### src/verilog/sfp_pkg.sv
// Constants shared by the serial flash pin interface and its byte FIFO.
// Assumes a host that drives the serial clock in mode 0 or mode 3.
// Functional notes
// - Read data bit changes after each falling serial clock edge on the primary output.
// - Dual, quad and quad program modes turn the primary output into input lane 1.
// - Command, address and program bits are sampled on each rising serial clock edge.
// - Dual and quad reads drive the primary input as output lane 0.
// - Select low means active; select high deselects and floats outputs.
// - No command is accepted until a select falling edge follows power-up.
// - Standby only when no program, erase or register write is running.
// - Pause low suspends the transfer, floats outputs, ignores clock and data.
// - Quad transfers use pause pin as lane 3 and write-protect pin as lane 2.
// - Write-protect low blocks program and erase in the block-protected area.
// - Works in mode 0 and mode 3; idle clock level equals polarity.
// - Data moves in whole bytes; clock may stop while selected.
package sfp_pkg;
  localparam int SFP_BYTE_BITS = 8;
  localparam int SFP_FIFO_DEPTH = 8;
  localparam logic [2:0] SFP_BP_RESET = 3'h0;
  localparam logic [3:0] SFP_CNT_SEED = 4'h0;
  typedef enum logic [1:0] {
    SFP_LANE_SINGLE,
    SFP_LANE_DUAL,
    SFP_LANE_QUAD
  } sfp_lanes_e;
  typedef enum {
    SFP_ST_IDLE,
    SFP_ST_IN,
    SFP_ST_OUT
  } sfp_state_e;
endpackage : sfp_pkg

### src/verilog/sfp_fifo.sv
// Small synchronous FIFO with valid and ready on both sides.
// Assumes a single clock and an asynchronous active-low reset.
`timescale 1ns/1ps
module sfp_fifo #(
  parameter int WIDTH = 8,
  parameter int DEPTH = 8
) (
  input wire logic clk_i,
  input wire logic reset_n_i,
  input wire logic [WIDTH-1:0] in_data_i,
  input wire logic in_valid_i,
  output logic in_ready_o,
  output logic [WIDTH-1:0] out_data_o,
  output logic out_valid_o,
  input wire logic out_ready_i
);
  localparam int AW = $clog2(DEPTH);
  logic [WIDTH-1:0] mem_r [DEPTH];
  logic [AW-1:0] wr_r, wr_nxt, rd_r, rd_nxt;
  logic [AW:0] cnt_r, cnt_nxt;
  logic push, pop;

  // Handshakes and pointer advance.
  always_comb begin
    in_ready_o = (cnt_r != (AW+1)'(DEPTH));
    out_valid_o = (cnt_r != '0);
    push = in_valid_i && in_ready_o;
    pop = out_valid_o && out_ready_i;
    wr_nxt = push ? AW'((wr_r + 1'b1) % DEPTH) : wr_r;
    rd_nxt = pop ? AW'((rd_r + 1'b1) % DEPTH) : rd_r;
    cnt_nxt = cnt_r + (AW+1)'(push) - (AW+1)'(pop);
  end

  // Pointer and count registers.
  always_ff @(posedge clk_i or negedge reset_n_i) begin
    if (!reset_n_i) begin
      wr_r <= '0;
      rd_r <= '0;
      cnt_r <= '0;
    end else begin
      wr_r <= wr_nxt;
      rd_r <= rd_nxt;
      cnt_r <= cnt_nxt;
    end
  end

  // Storage is written without reset; only valid entries are ever read.
  always_ff @(posedge clk_i) begin
    if (push) begin
      mem_r[wr_r] <= in_data_i;
    end
  end

  assign out_data_o = mem_r[rd_r];
endmodule : sfp_fifo

### src/verilog/sfp_pins.sv
// Pin-level serial front end of a serial flash: samples the link, shifts bytes in
// and out over one, two or four lanes, and applies select, pause and write-protect.
// Assumes the command decoder sets the lane mode, direction and busy state, and
// that received bytes are drained through the FIFO output ports.
`timescale 1ns/1ps
module sfp_pins
  import sfp_pkg::*;
(
  input wire logic clk_i,
  input wire logic reset_n_i,
  input wire logic sck_i,
  input wire logic cs_n_i,
  input wire logic data_in_lane0_i,
  output logic data_in_lane0_o,
  output logic data_in_lane0_oe_o,
  input wire logic data_out_lane1_i,
  output logic data_out_lane1_o,
  output logic data_out_lane1_oe_o,
  input wire logic write_protect_n_lane2_i,
  output logic write_protect_n_lane2_o,
  output logic write_protect_n_lane2_oe_o,
  input wire logic pause_n_lane3_i,
  output logic pause_n_lane3_o,
  output logic pause_n_lane3_oe_o,
  input wire logic [1:0] lane_mode_i,
  input wire logic read_phase_i,
  input wire logic quad_program_i,
  input wire logic internal_busy_i,
  input wire logic [2:0] block_protect_field_i,
  input wire logic srwd_i,
  input wire logic [7:0] tx_data_i,
  input wire logic tx_valid_i,
  output logic tx_ready_o,
  output logic [7:0] rx_data_o,
  output logic rx_valid_o,
  input wire logic rx_ready_i,
  output logic rx_overflow_o,
  output logic armed_o,
  output logic active_o,
  output logic standby_o,
  output logic program_blocked_o,
  output logic status_locked_o
);
  // Two-flop synchronisers for every pin that is read as a control or data input.
  // Select resets low, so a select held low through reset is never taken for a falling edge.
  // Pause and protect reset to their inactive high level, so nothing is blocked right after reset.
  logic [5:0] s1_r, s2_r, s3_r;
  logic [5:0] pins_raw;
  assign pins_raw = {pause_n_lane3_i, write_protect_n_lane2_i, data_out_lane1_i,
                     data_in_lane0_i, cs_n_i, sck_i};
  always_ff @(posedge clk_i or negedge reset_n_i) begin
    if (!reset_n_i) begin
      s1_r <= 6'h31;
      s2_r <= 6'h31;
      s3_r <= 6'h31;
    end else begin
      s1_r <= pins_raw;
      s2_r <= s1_r;
      s3_r <= s2_r;
    end
  end

  logic sck_s, cs_n_s, pause_n_s, wp_n_s;
  logic [3:0] lanes_s;
  logic quad, multi, paused;
  logic sck_rise, sck_fall, cs_fall;
  assign sck_s = s2_r[0];
  assign cs_n_s = s2_r[1];
  assign lanes_s = s2_r[5:2];
  assign quad = (lane_mode_i == SFP_LANE_QUAD);
  assign multi = (lane_mode_i != SFP_LANE_SINGLE);
  // In quad mode the pause and protect pins are data lanes, not controls.
  assign pause_n_s = quad ? 1'b1 : s2_r[5];
  assign wp_n_s = quad ? 1'b1 : s2_r[4];
  assign paused = !cs_n_s && !pause_n_s;
  // Edges are found from the synchronised clock; both modes give the same edges.
  assign sck_rise = sck_s && !s3_r[0] && !paused;
  assign sck_fall = !sck_s && s3_r[0] && !paused;
  assign cs_fall = !cs_n_s && s3_r[1];

  // Arming, bit counting and the shift registers.
  logic armed_r, armed_nxt;
  logic [3:0] cnt_r, cnt_nxt;
  logic [7:0] rx_sh_r, rx_sh_nxt, tx_sh_r, tx_sh_nxt;
  logic [3:0] out_r, out_nxt;
  logic rx_push, tx_pop, ovf_r, ovf_nxt, fifo_in_ready;
  logic [3:0] step;
  assign step = quad ? 4'h4 : (multi ? 4'h2 : 4'h1);

  always_comb begin
    armed_nxt = armed_r || cs_fall;
    cnt_nxt = cnt_r;
    rx_sh_nxt = rx_sh_r;
    tx_sh_nxt = tx_sh_r;
    out_nxt = out_r;
    rx_push = 1'b0;
    tx_pop = 1'b0;
    ovf_nxt = ovf_r && !cs_fall;
    if (cs_n_s) begin
      cnt_nxt = SFP_CNT_SEED;
    end else if (armed_r && sck_rise && !read_phase_i) begin
      case (lane_mode_i)
        SFP_LANE_QUAD: rx_sh_nxt = {rx_sh_r[3:0], lanes_s[3:0]};
        SFP_LANE_DUAL: rx_sh_nxt = {rx_sh_r[5:0], lanes_s[1:0]};
        default: rx_sh_nxt = {rx_sh_r[6:0], lanes_s[0]};
      endcase
      cnt_nxt = cnt_r + step;
      if (cnt_r + step == 4'(SFP_BYTE_BITS)) begin
        cnt_nxt = SFP_CNT_SEED;
        rx_push = 1'b1;
        // A lost byte sets the flag even when a select fall clears it in the same cycle.
        ovf_nxt = ovf_nxt || !fifo_in_ready;
      end
    end else if (armed_r && sck_fall && read_phase_i) begin
      // Load a fresh byte at a byte boundary, then shift out after each fall.
      if (cnt_r == SFP_CNT_SEED) begin
        tx_pop = tx_valid_i;
        tx_sh_nxt = tx_valid_i ? tx_data_i : 8'hff;
      end else begin
        tx_sh_nxt = tx_sh_r;
      end
      case (lane_mode_i)
        SFP_LANE_QUAD: out_nxt = (cnt_r == SFP_CNT_SEED) ? tx_sh_nxt[7:4] : tx_sh_r[3:0];
        SFP_LANE_DUAL: out_nxt = {2'h0, tx_sh_nxt[7 - cnt_r[2:0] -: 2]};
        default: out_nxt = {2'h0, tx_sh_nxt[7 - cnt_r[2:0]], 1'b0};
      endcase
      cnt_nxt = (cnt_r + step == 4'(SFP_BYTE_BITS)) ? SFP_CNT_SEED : cnt_r + step;
    end
  end

  always_ff @(posedge clk_i or negedge reset_n_i) begin
    if (!reset_n_i) begin
      armed_r <= 1'b0;
      cnt_r <= SFP_CNT_SEED;
      rx_sh_r <= 8'h00;
      tx_sh_r <= 8'h00;
      out_r <= 4'h0;
      ovf_r <= 1'b0;
    end else begin
      armed_r <= armed_nxt;
      cnt_r <= cnt_nxt;
      rx_sh_r <= rx_sh_nxt;
      tx_sh_r <= tx_sh_nxt;
      out_r <= out_nxt;
      ovf_r <= ovf_nxt;
    end
  end

  // Received bytes queue here so the decoder may stall.
  sfp_fifo #(.WIDTH(SFP_BYTE_BITS), .DEPTH(SFP_FIFO_DEPTH)) u_rx_fifo (
    .clk_i(clk_i),
    .reset_n_i(reset_n_i),
    .in_data_i(rx_sh_nxt),
    .in_valid_i(rx_push),
    .in_ready_o(fifo_in_ready),
    .out_data_o(rx_data_o),
    .out_valid_o(rx_valid_o),
    .out_ready_i(rx_ready_i)
  );

  // Output enables: a lane drives only in a selected, unpaused read data phase.
  logic drive;
  assign drive = armed_r && !cs_n_s && !paused && read_phase_i;
  assign data_out_lane1_oe_o = drive && !quad_program_i;
  assign data_in_lane0_oe_o = drive && multi;
  assign write_protect_n_lane2_oe_o = drive && quad;
  assign pause_n_lane3_oe_o = drive && quad;
  assign data_out_lane1_o = out_r[1];
  assign data_in_lane0_o = out_r[0];
  assign write_protect_n_lane2_o = out_r[2];
  assign pause_n_lane3_o = out_r[3];

  assign tx_ready_o = tx_pop;
  assign rx_overflow_o = ovf_r;
  assign armed_o = armed_r;
  assign active_o = !cs_n_s || internal_busy_i;
  assign standby_o = cs_n_s && !internal_busy_i;
  assign program_blocked_o = !wp_n_s && (block_protect_field_i != SFP_BP_RESET);
  assign status_locked_o = !wp_n_s && srwd_i;

  // Checks on the front end; each guards the rule named at the end of its label line.
  a_arm_needs_fall: assert property (
    @(posedge clk_i) disable iff (!reset_n_i)
    $rose(armed_r) |-> $past(cs_fall))
    else $error("Armed without select fall.");
  a_float_deselect: assert property (
    @(posedge clk_i) disable iff (!reset_n_i)
    cs_n_s |-> !data_out_lane1_oe_o && !data_in_lane0_oe_o && !write_protect_n_lane2_oe_o && !pause_n_lane3_oe_o)
    else $error("Lane driven while deselected.");
  a_float_pause: assert property (
    @(posedge clk_i) disable iff (!reset_n_i)
    paused |-> !data_out_lane1_oe_o)
    else $error("Lane driven during pause.");
  a_pause_freezes: assert property (
    @(posedge clk_i) disable iff (!reset_n_i)
    paused |=> $stable(rx_sh_r))
    else $error("Shift moved during pause.");
  a_lane0_single: assert property (
    @(posedge clk_i) disable iff (!reset_n_i)
    !multi |-> !data_in_lane0_oe_o)
    else $error("Lane 0 driven in single mode.");
  a_qpp_lane1_in: assert property (
    @(posedge clk_i) disable iff (!reset_n_i)
    quad_program_i |-> !data_out_lane1_oe_o)
    else $error("Lane 1 driven in quad program.");
  a_standby_busy: assert property (
    @(posedge clk_i) disable iff (!reset_n_i)
    internal_busy_i |-> !standby_o)
    else $error("Standby while busy.");
  a_byte_push: assert property (
    @(posedge clk_i) disable iff (!reset_n_i)
    rx_push |-> cnt_r + step == 4'(SFP_BYTE_BITS))
    else $error("Push off a byte boundary.");
  // The receive shifter may only move on a rising edge seen at the synchronised clock pin.
  a_rise_sample: assert property (
    @(posedge clk_i) disable iff (!reset_n_i)
    !(s2_r[0] && !s3_r[0]) |=> $stable(rx_sh_r))
    else $error("Receive shifter moved off a rising edge.");
  a_wp_block: assert property (
    @(posedge clk_i) disable iff (!reset_n_i)
    (!quad && !s2_r[4] && block_protect_field_i != 3'h0) |-> program_blocked_o)
    else $error("Protect not applied.");
  c_byte_in: cover property (@(posedge clk_i) disable iff (!reset_n_i) rx_push);
  c_dual_in: cover property (@(posedge clk_i) disable iff (!reset_n_i) rx_push && lane_mode_i == SFP_LANE_DUAL);
  c_quad_read: cover property (@(posedge clk_i) disable iff (!reset_n_i) quad && drive);
  c_pause: cover property (@(posedge clk_i) disable iff (!reset_n_i) paused);
  c_overflow: cover property (@(posedge clk_i) disable iff (!reset_n_i) $rose(ovf_r));
endmodule : sfp_pins

### config.mk
export PLATFORM = sky130hd
export DESIGN_NAME = sfp_pins
export DESIGN_NICKNAME = d
export VERILOG_FILES = /design/src/verilog/sfp_pkg.sv /design/src/verilog/sfp_fifo.sv /design/src/verilog/sfp_pins.sv
export SDC_FILE = /design/constraint.sdc
export NUM_CORES = 1
export LEC_CHECK = 0
export BUFFER_PORTS_ARGS = -buffer_cell sky130_fd_sc_hd__buf_2
export CORE_ASPECT_RATIO = 1.2
export CORE_MARGIN = 1.5
export CORE_UTILIZATION = 40
export CTS_CLUSTER_SIZE = 20
export DETAILED_ROUTE_END_ITERATION = 8
export PLACE_DENSITY = 0.58
export SETUP_SLACK_MARGIN = 0.3
export SYNTH_ARGS = -nofsm -noshare
export SYNTH_HDL_FRONTEND = slang
export SYNTH_SLANG_ARGS = --single-unit
### constraint.sdc
create_clock -name clk_i -period 3.6 [get_ports clk_i]
set_input_delay 0.18 -clock clk_i [delete_from_list [all_inputs] [get_ports clk_i]]
set_output_delay 0.18 -clock clk_i [all_outputs]
set_load 0.005 [all_outputs]
Word-level counts from Yosys, hierarchy flattened --
Memory sizes are Yosys's and may differ from the RTL's. Cells that the tools add are included.
Word-level totals: word-level logic and storage cells 101, latch bits 0, bits of input ports 27, bits in writable memories 64, output and inout port bits 24, register bits after elaboration 50, memory bits (read-only) 0, memories kept 1
Operators by class: shift-type cells 1, bitwise gates (word level) 2, mux-type cells 32, reductions and logical operators 42, order comparisons 1, equality and inequality tests 4, $mul 0, div/mod/pow operators 0, add/sub/neg operators 6
Memory list:
- u_rx_fifo.mem_r | words 8, width 8, rd ports 1, clocked after Yosys merged registers in 0, write ports 1, line sfp_fifo.sv:18 | logic [WIDTH-1:0] mem_r [DEPTH];
Operator list (number):
- 8-bit 2-to-1 mux | 7
- 9-bit by 33-bit variable part select with 2-bit output | 1
- 32-bit by 4-bit less-than comparator with 1-bit output, second input constant | 1
- 1-bit logical AND | 22
- 4-bit 2-to-1 mux | 5
- 8-bit case mux with 2 select lines | 1
- 1-bit 2-to-1 mux | 15
- 1-bit zero test | 11
- 4-bit case mux with 2 select lines | 1
- 3-bit by 1-bit adder with 3-bit output, second input constant | 2
- 3-bit nonzero test | 2
- 4-bit by 1-bit adder with 4-bit output | 1
- 4-bit by 3-bit adder with 4-bit output | 1
- 4-bit == test, second input constant | 1
- 4-bit zero test | 1
- 4-bit != test, second input constant | 1
- 4-bit nonzero test | 1
- 3-bit by 3-bit subtractor with 4-bit output, first input constant | 1
- 4-bit by 1-bit subtractor with 4-bit output | 1
- 1-bit binary-select mux with 3-bit select | 1
- 1-bit logical OR | 3
- 3-bit 2-to-1 mux | 1
- 3-bit AND reduction | 1
- 2-bit by 1-bit == test with 1-bit output, second input constant | 1
- 4 further kinds | 5

Depth between registers and ports, before layout --
word-level depth 14, gate-level depth with buffers 14, mapped depth without buffers 14

Cells and area by module --
From an unflattened synthesis, not the netlist that was laid out.
Second synthesis, totals: cells, all modules 359, area, all modules 5175.0 um2
Modules (own cells, without submodules):
- sfp_fifo | cells each 148, times used 1, sequential area each 2172.1 um2, area each 3056.7 um2
- sfp_pins | cells each 211, times used 1, sequential area each 1009.7 um2, area each 2118.3 um2

Worst setup path before layout --
No wires, ideal clock.
path kind register to register, start register cnt_r[1], end memory u_rx_fifo.mem_r[0][0] (enable), setup time 0.395 ns, data required time 3.205 ns, slack 0.150 ns, period minus slack after synthesis 3.450 ns, arrival 3.056 ns, stages on the path, launching flop included 9, buffers on the path 1, cells stage by stage dfrtp_1 clkbuf_1 inv_1 fa_1 or3b_2 mux2i_1 nor2b_4 nand3_4 nor4_1
Between the ends: word-level cells in the longest chain between the ends 8
RTL lines:
- start: declaration | line sfp_pins.sv:83 | logic [3:0] cnt_r, cnt_nxt;
- start signal: assignment | line sfp_pins.sv:141 | cnt_r <= cnt_nxt;
- 4-bit by 3-bit adder with 4-bit output | line sfp_pins.sv:108 | if (cnt_r + step == 4'(SFP_BYTE_BITS)) begin
- 4-bit == test | line sfp_pins.sv:108
- 1-bit 2-to-1 mux | line sfp_pins.sv:108
- 1-bit 2-to-1 mux | line sfp_pins.sv:101 | end else if (armed_r && sck_rise && !read_phase_i) begin
- 1-bit 2-to-1 mux | line sfp_pins.sv:99 | if (cs_n_s) begin
- 1-bit logical AND | line sfp_fifo.sv:27 | push = in_valid_i && in_ready_o;
- 1-bit 2-to-1 mux | line sfp_fifo.sv:49 | if (push) begin
- 1-bit 2-to-1 mux (implied by the code) | line sfp_fifo.sv:50 | mem_r[wr_r] <= in_data_i;
- end: declaration | line sfp_fifo.sv:18
No other way between the ends.

Final worst setup path --
start register cnt_r[1], end register u_rx_fifo.cnt_r[1]
Between the ends: word-level cells in the longest chain between the ends 8
RTL lines:
- 4-bit by 3-bit adder with 4-bit output | line sfp_pins.sv:108
- 4-bit == test | line sfp_pins.sv:108
- 1-bit 2-to-1 mux | line sfp_pins.sv:108
- 1-bit 2-to-1 mux | line sfp_pins.sv:101
- 1-bit 2-to-1 mux | line sfp_pins.sv:99
- 1-bit logical AND | line sfp_fifo.sv:27
- named net u_rx_fifo.push | line sfp_fifo.sv:21 | logic push, pop;
- 4-bit by 1-bit adder with 4-bit output | line sfp_fifo.sv:31 | cnt_nxt = cnt_r + (AW+1)'(push) - (AW+1)'(pop);
- 4-bit by 1-bit subtractor with 4-bit output | line sfp_fifo.sv:31
- named net u_rx_fifo.cnt_nxt[1] | line sfp_fifo.sv:20 | logic [AW:0] cnt_r, cnt_nxt;
- end signal: assignment | line sfp_fifo.sv:43 | cnt_r <= cnt_nxt;
- end: declaration | line sfp_fifo.sv:20
The timed path passes the listed nets, and every way through them passes these cells. A chain may end at the register's enable or synchronous reset.

==> impl_metrics.yaml <==
drt:
  dr.pass1.iters: 4
  routed_wl_um: 10000
  drc: 0
  detail-route-antenna-nets: 0
  drt_iter0_drc: 134
  via_per_inst: 5.06
  num_vias: 3079
  wire_per_inst_um: 16.5
placement:
  hpwl_um: 6980
  place.gp.congestion: 0.767
  port_buffers: 50
  placed_cell_area_um2: 5530
  dp_slack_ps: 322
layout:
  final_common_cell: "edfxtp_1"
  final_nets: 479
  nFillCells: 1054
  layout_common_cells: "edfxtp_1, buf_2, dfrtp_1"
  multiInputGateArea_um2: 1690
  regArea_um2: 3180
  final_area_um2: 6220
  layout-drive-gt1-share_pct: 30.6
  syn2layout_area_growth_pct: 24.1
  num_antenna_cells: 0
  fin_util_pct: 51.2
timing:
  tightest_slew_ps: 794
  period_minus_slack_ps: 3030
  clock_skew_ps: 9.51
  drv_slew: 0
  fmax_mhz: 330
  min_period_over_period_pct: 84.3
  setup_tns_ps: 0
  grt_setup_unrepaired: "no"
  relSlewSlack_pct: 46.6
  setup_ws_ps: 566
  finalHoldViolCount: 0
  setup_viol: 0
synthesis:
  synth.net_count: 402
  synth_cells: 359
  synth_edf_count: 64
  syn-cell-area_um2: 5020
  syn_avg_cell_area_um2: 14.0
  synth_seq_cells: 114
  yosysWarnings: 0
  ys_types: 48
  synth_top_flop_cell: "edfxtp_1"
  ys_seq_area_share_pct: 63.4
  async_flop_share_pct: 43.9
setup_path:
  worstSetupEndpointType: "flip-flop"
  crit_required_ps: 3870
  start_kind: "flip-flop"
  path_class: "flip-flop to flip-flop"
  crit_arrival_ps: 3300
  r2r_start: "cnt_r[1]"
  cp_max_fo: 11
  crit_path_start: "cnt_r[1]"
clock_network:
  post_cts.repair.setup_buffers: 0
  cts.htree.levels: 4
  cts_tree: "built"
  clkLatencyLatePin_ps: 400
  cts_inserted_buffers: 17
  cts_buffer_depth: 2
  clock_sinks: 114
  cts_root_buf: "clkbuf_16"
  clk_pin_slew_ps: 60
pwr:
  power_density_nw_per_um2: 693
  cellLeakagePower_nw: 2.49
  ir_worst_vdd_mv: 0.335
floorplanning:
  fp.dieH_um: 126
  die_x_um: 105
  core_um2: 12200
  start_util_pct: 41.2
  io_pins: 51
  die_area_um2: 13200
  num_rows: 44
worst_hold_path:
  min_from: "tx_data_i[0]"
  hp-class: "input pin to flip-flop"
grt:
  grt-ovfl-total: 0
  grt_pass1_wl_um: 16600
  grtUsageTotal_pct: 16.8
  antenna_found_initial: 0
  grt_max_degree: 32
  grt_pass1_vias: 3190
run_status:
  status: "completed"
job:
  drv_cap: 0
## state kept, by name (all words and copies together), names as in the netlist
register / cells
cnt_r: 4
u_rx_fifo.mem_r: 64
rx_overflow_o: 1
rx_sh_r: 8
tx_sh_r: 8
s2_r: 6
out_r: 4
armed_o: 1
u_rx_fifo.rd_r: 3
u_rx_fifo.cnt_r: 4
u_rx_fifo.wr_r: 3
s3_r: 2
s1_r: 6
## what timing repair did
item	CTS	global route
setup endpoints to repair	0	9
hold buffers	7	0
endpoints found under the hold margin	20	0
gates resized for setup	0	1
## layout make-up
type                       instances  share of cell area, %
sequential                       114                   51.1
multi-input combinational        210                   27.2
timing repair buffer              76                   7.44
clock buffer                      18                   6.89
tap                              161                   3.24
clock inverter                    12                   3.06
inverter                          17                   1.03
## per-layer routing
layer / vias up / wire length, µm / global-route usage [%]
li1: 1474 / - / -
met1: 1534 / 4310 / 19.7
met2: 60 / 5320 / 29.6
met3: 11 / 288 / 4.14
met4: 0 / 129 / 6.12
met5: - / 0 / 0
## worst max-delay path: stages (launching register included)
cell and delay [ps]:
dfrtp_2 480, inv_1 100, fa_1 540, or3b_2 440, mux2i_1 240, nor2b_4 260, nand3_4 140, inv_1 90
ha_1 190, fa_1 420
## report_power, final
| group | internal [mW] | leakage [nW] | switching, mW |
|---|---|---|---|
| Combinational | 0.466 | 1.00 | 0.380 |
| Clock | 1.21 | 0.296 | 0.543 |
| Sequential | 1.55 | 1.19 | 0.171 |
| Total | 3.22 | 2.49 | 1.10 |
## metrics by stage
stage	total power, mW	hold slack [ps]	cells
after floorplan	2.27	-116	359
after detailed placement	2.60	157	571
after CTS	4.38	24.6	608
final	4.32	33.5	608
after global routing	4.54	60.0	608
after global placement	2.58	156	571
## kinds of logic after synthesis
family | after synthesis | synth area share [%]
buffers and inverters | 35 | 2.94
XOR/XNOR | 10 | 1.90
multiplexers | 35 | 11.6
adder cells (fa/ha/maj) | 16 | 4.29
AO/OA/AOI/OAI | 54 | 6.51
flip-flops | 114 | 63.4
AND/OR/NAND/NOR | 95 | 9.35
## worst paths after layout
kind                       slack [ps]            endpoint  cells after the start
max                               570  u_rx_fifo.cnt_r[1]                      9
min                                30          tx_sh_r[0]                      3
max reg2reg                       570  u_rx_fifo.cnt_r[1]                      9
min reg2reg                       350             s2_r[1]                      0
max in group asynchronous        2520             s1_r[4]                      3
min in group asynchronous         260            cnt_r[0]                      2
## synth_stat cells (all sizes together) (2+ instances only)
cell type / count / area, µm²
xnor2: 6 / 52.6
nand3: 3 / 27.5
mux4: 17 / 383
nand2: 40 / 150
xor2: 4 / 42.6
a22oi: 6 / 45.0
dfrtp: 43 / 1080
mux2: 12 / 139
ha: 14 / 175
nor3b: 2 / 15.0
nand3b: 3 / 22.5
nor2: 20 / 75.1
o21ai: 29 / 145
dfstp: 7 / 184
clkbuf: 10 / 37.5
nor3: 7 / 35.0
buf: 8 / 46.3
fa: 2 / 40.0
inv: 17 / 63.8
nor2b: 3 / 26.3
mux2i: 6 / 60.1
o31ai: 3 / 22.5
and3: 2 / 12.5
a21oi: 5 / 25.0
or3b: 2 / 17.5
or3: 2 / 12.5
o2111ai: 4 / 35.0
edfxtp: 64 / 1920
nor4: 2 / 18.8
nand2b: 5 / 31.3
nand4: 4 / 25.0
Power figures use the tool's default switching activity.
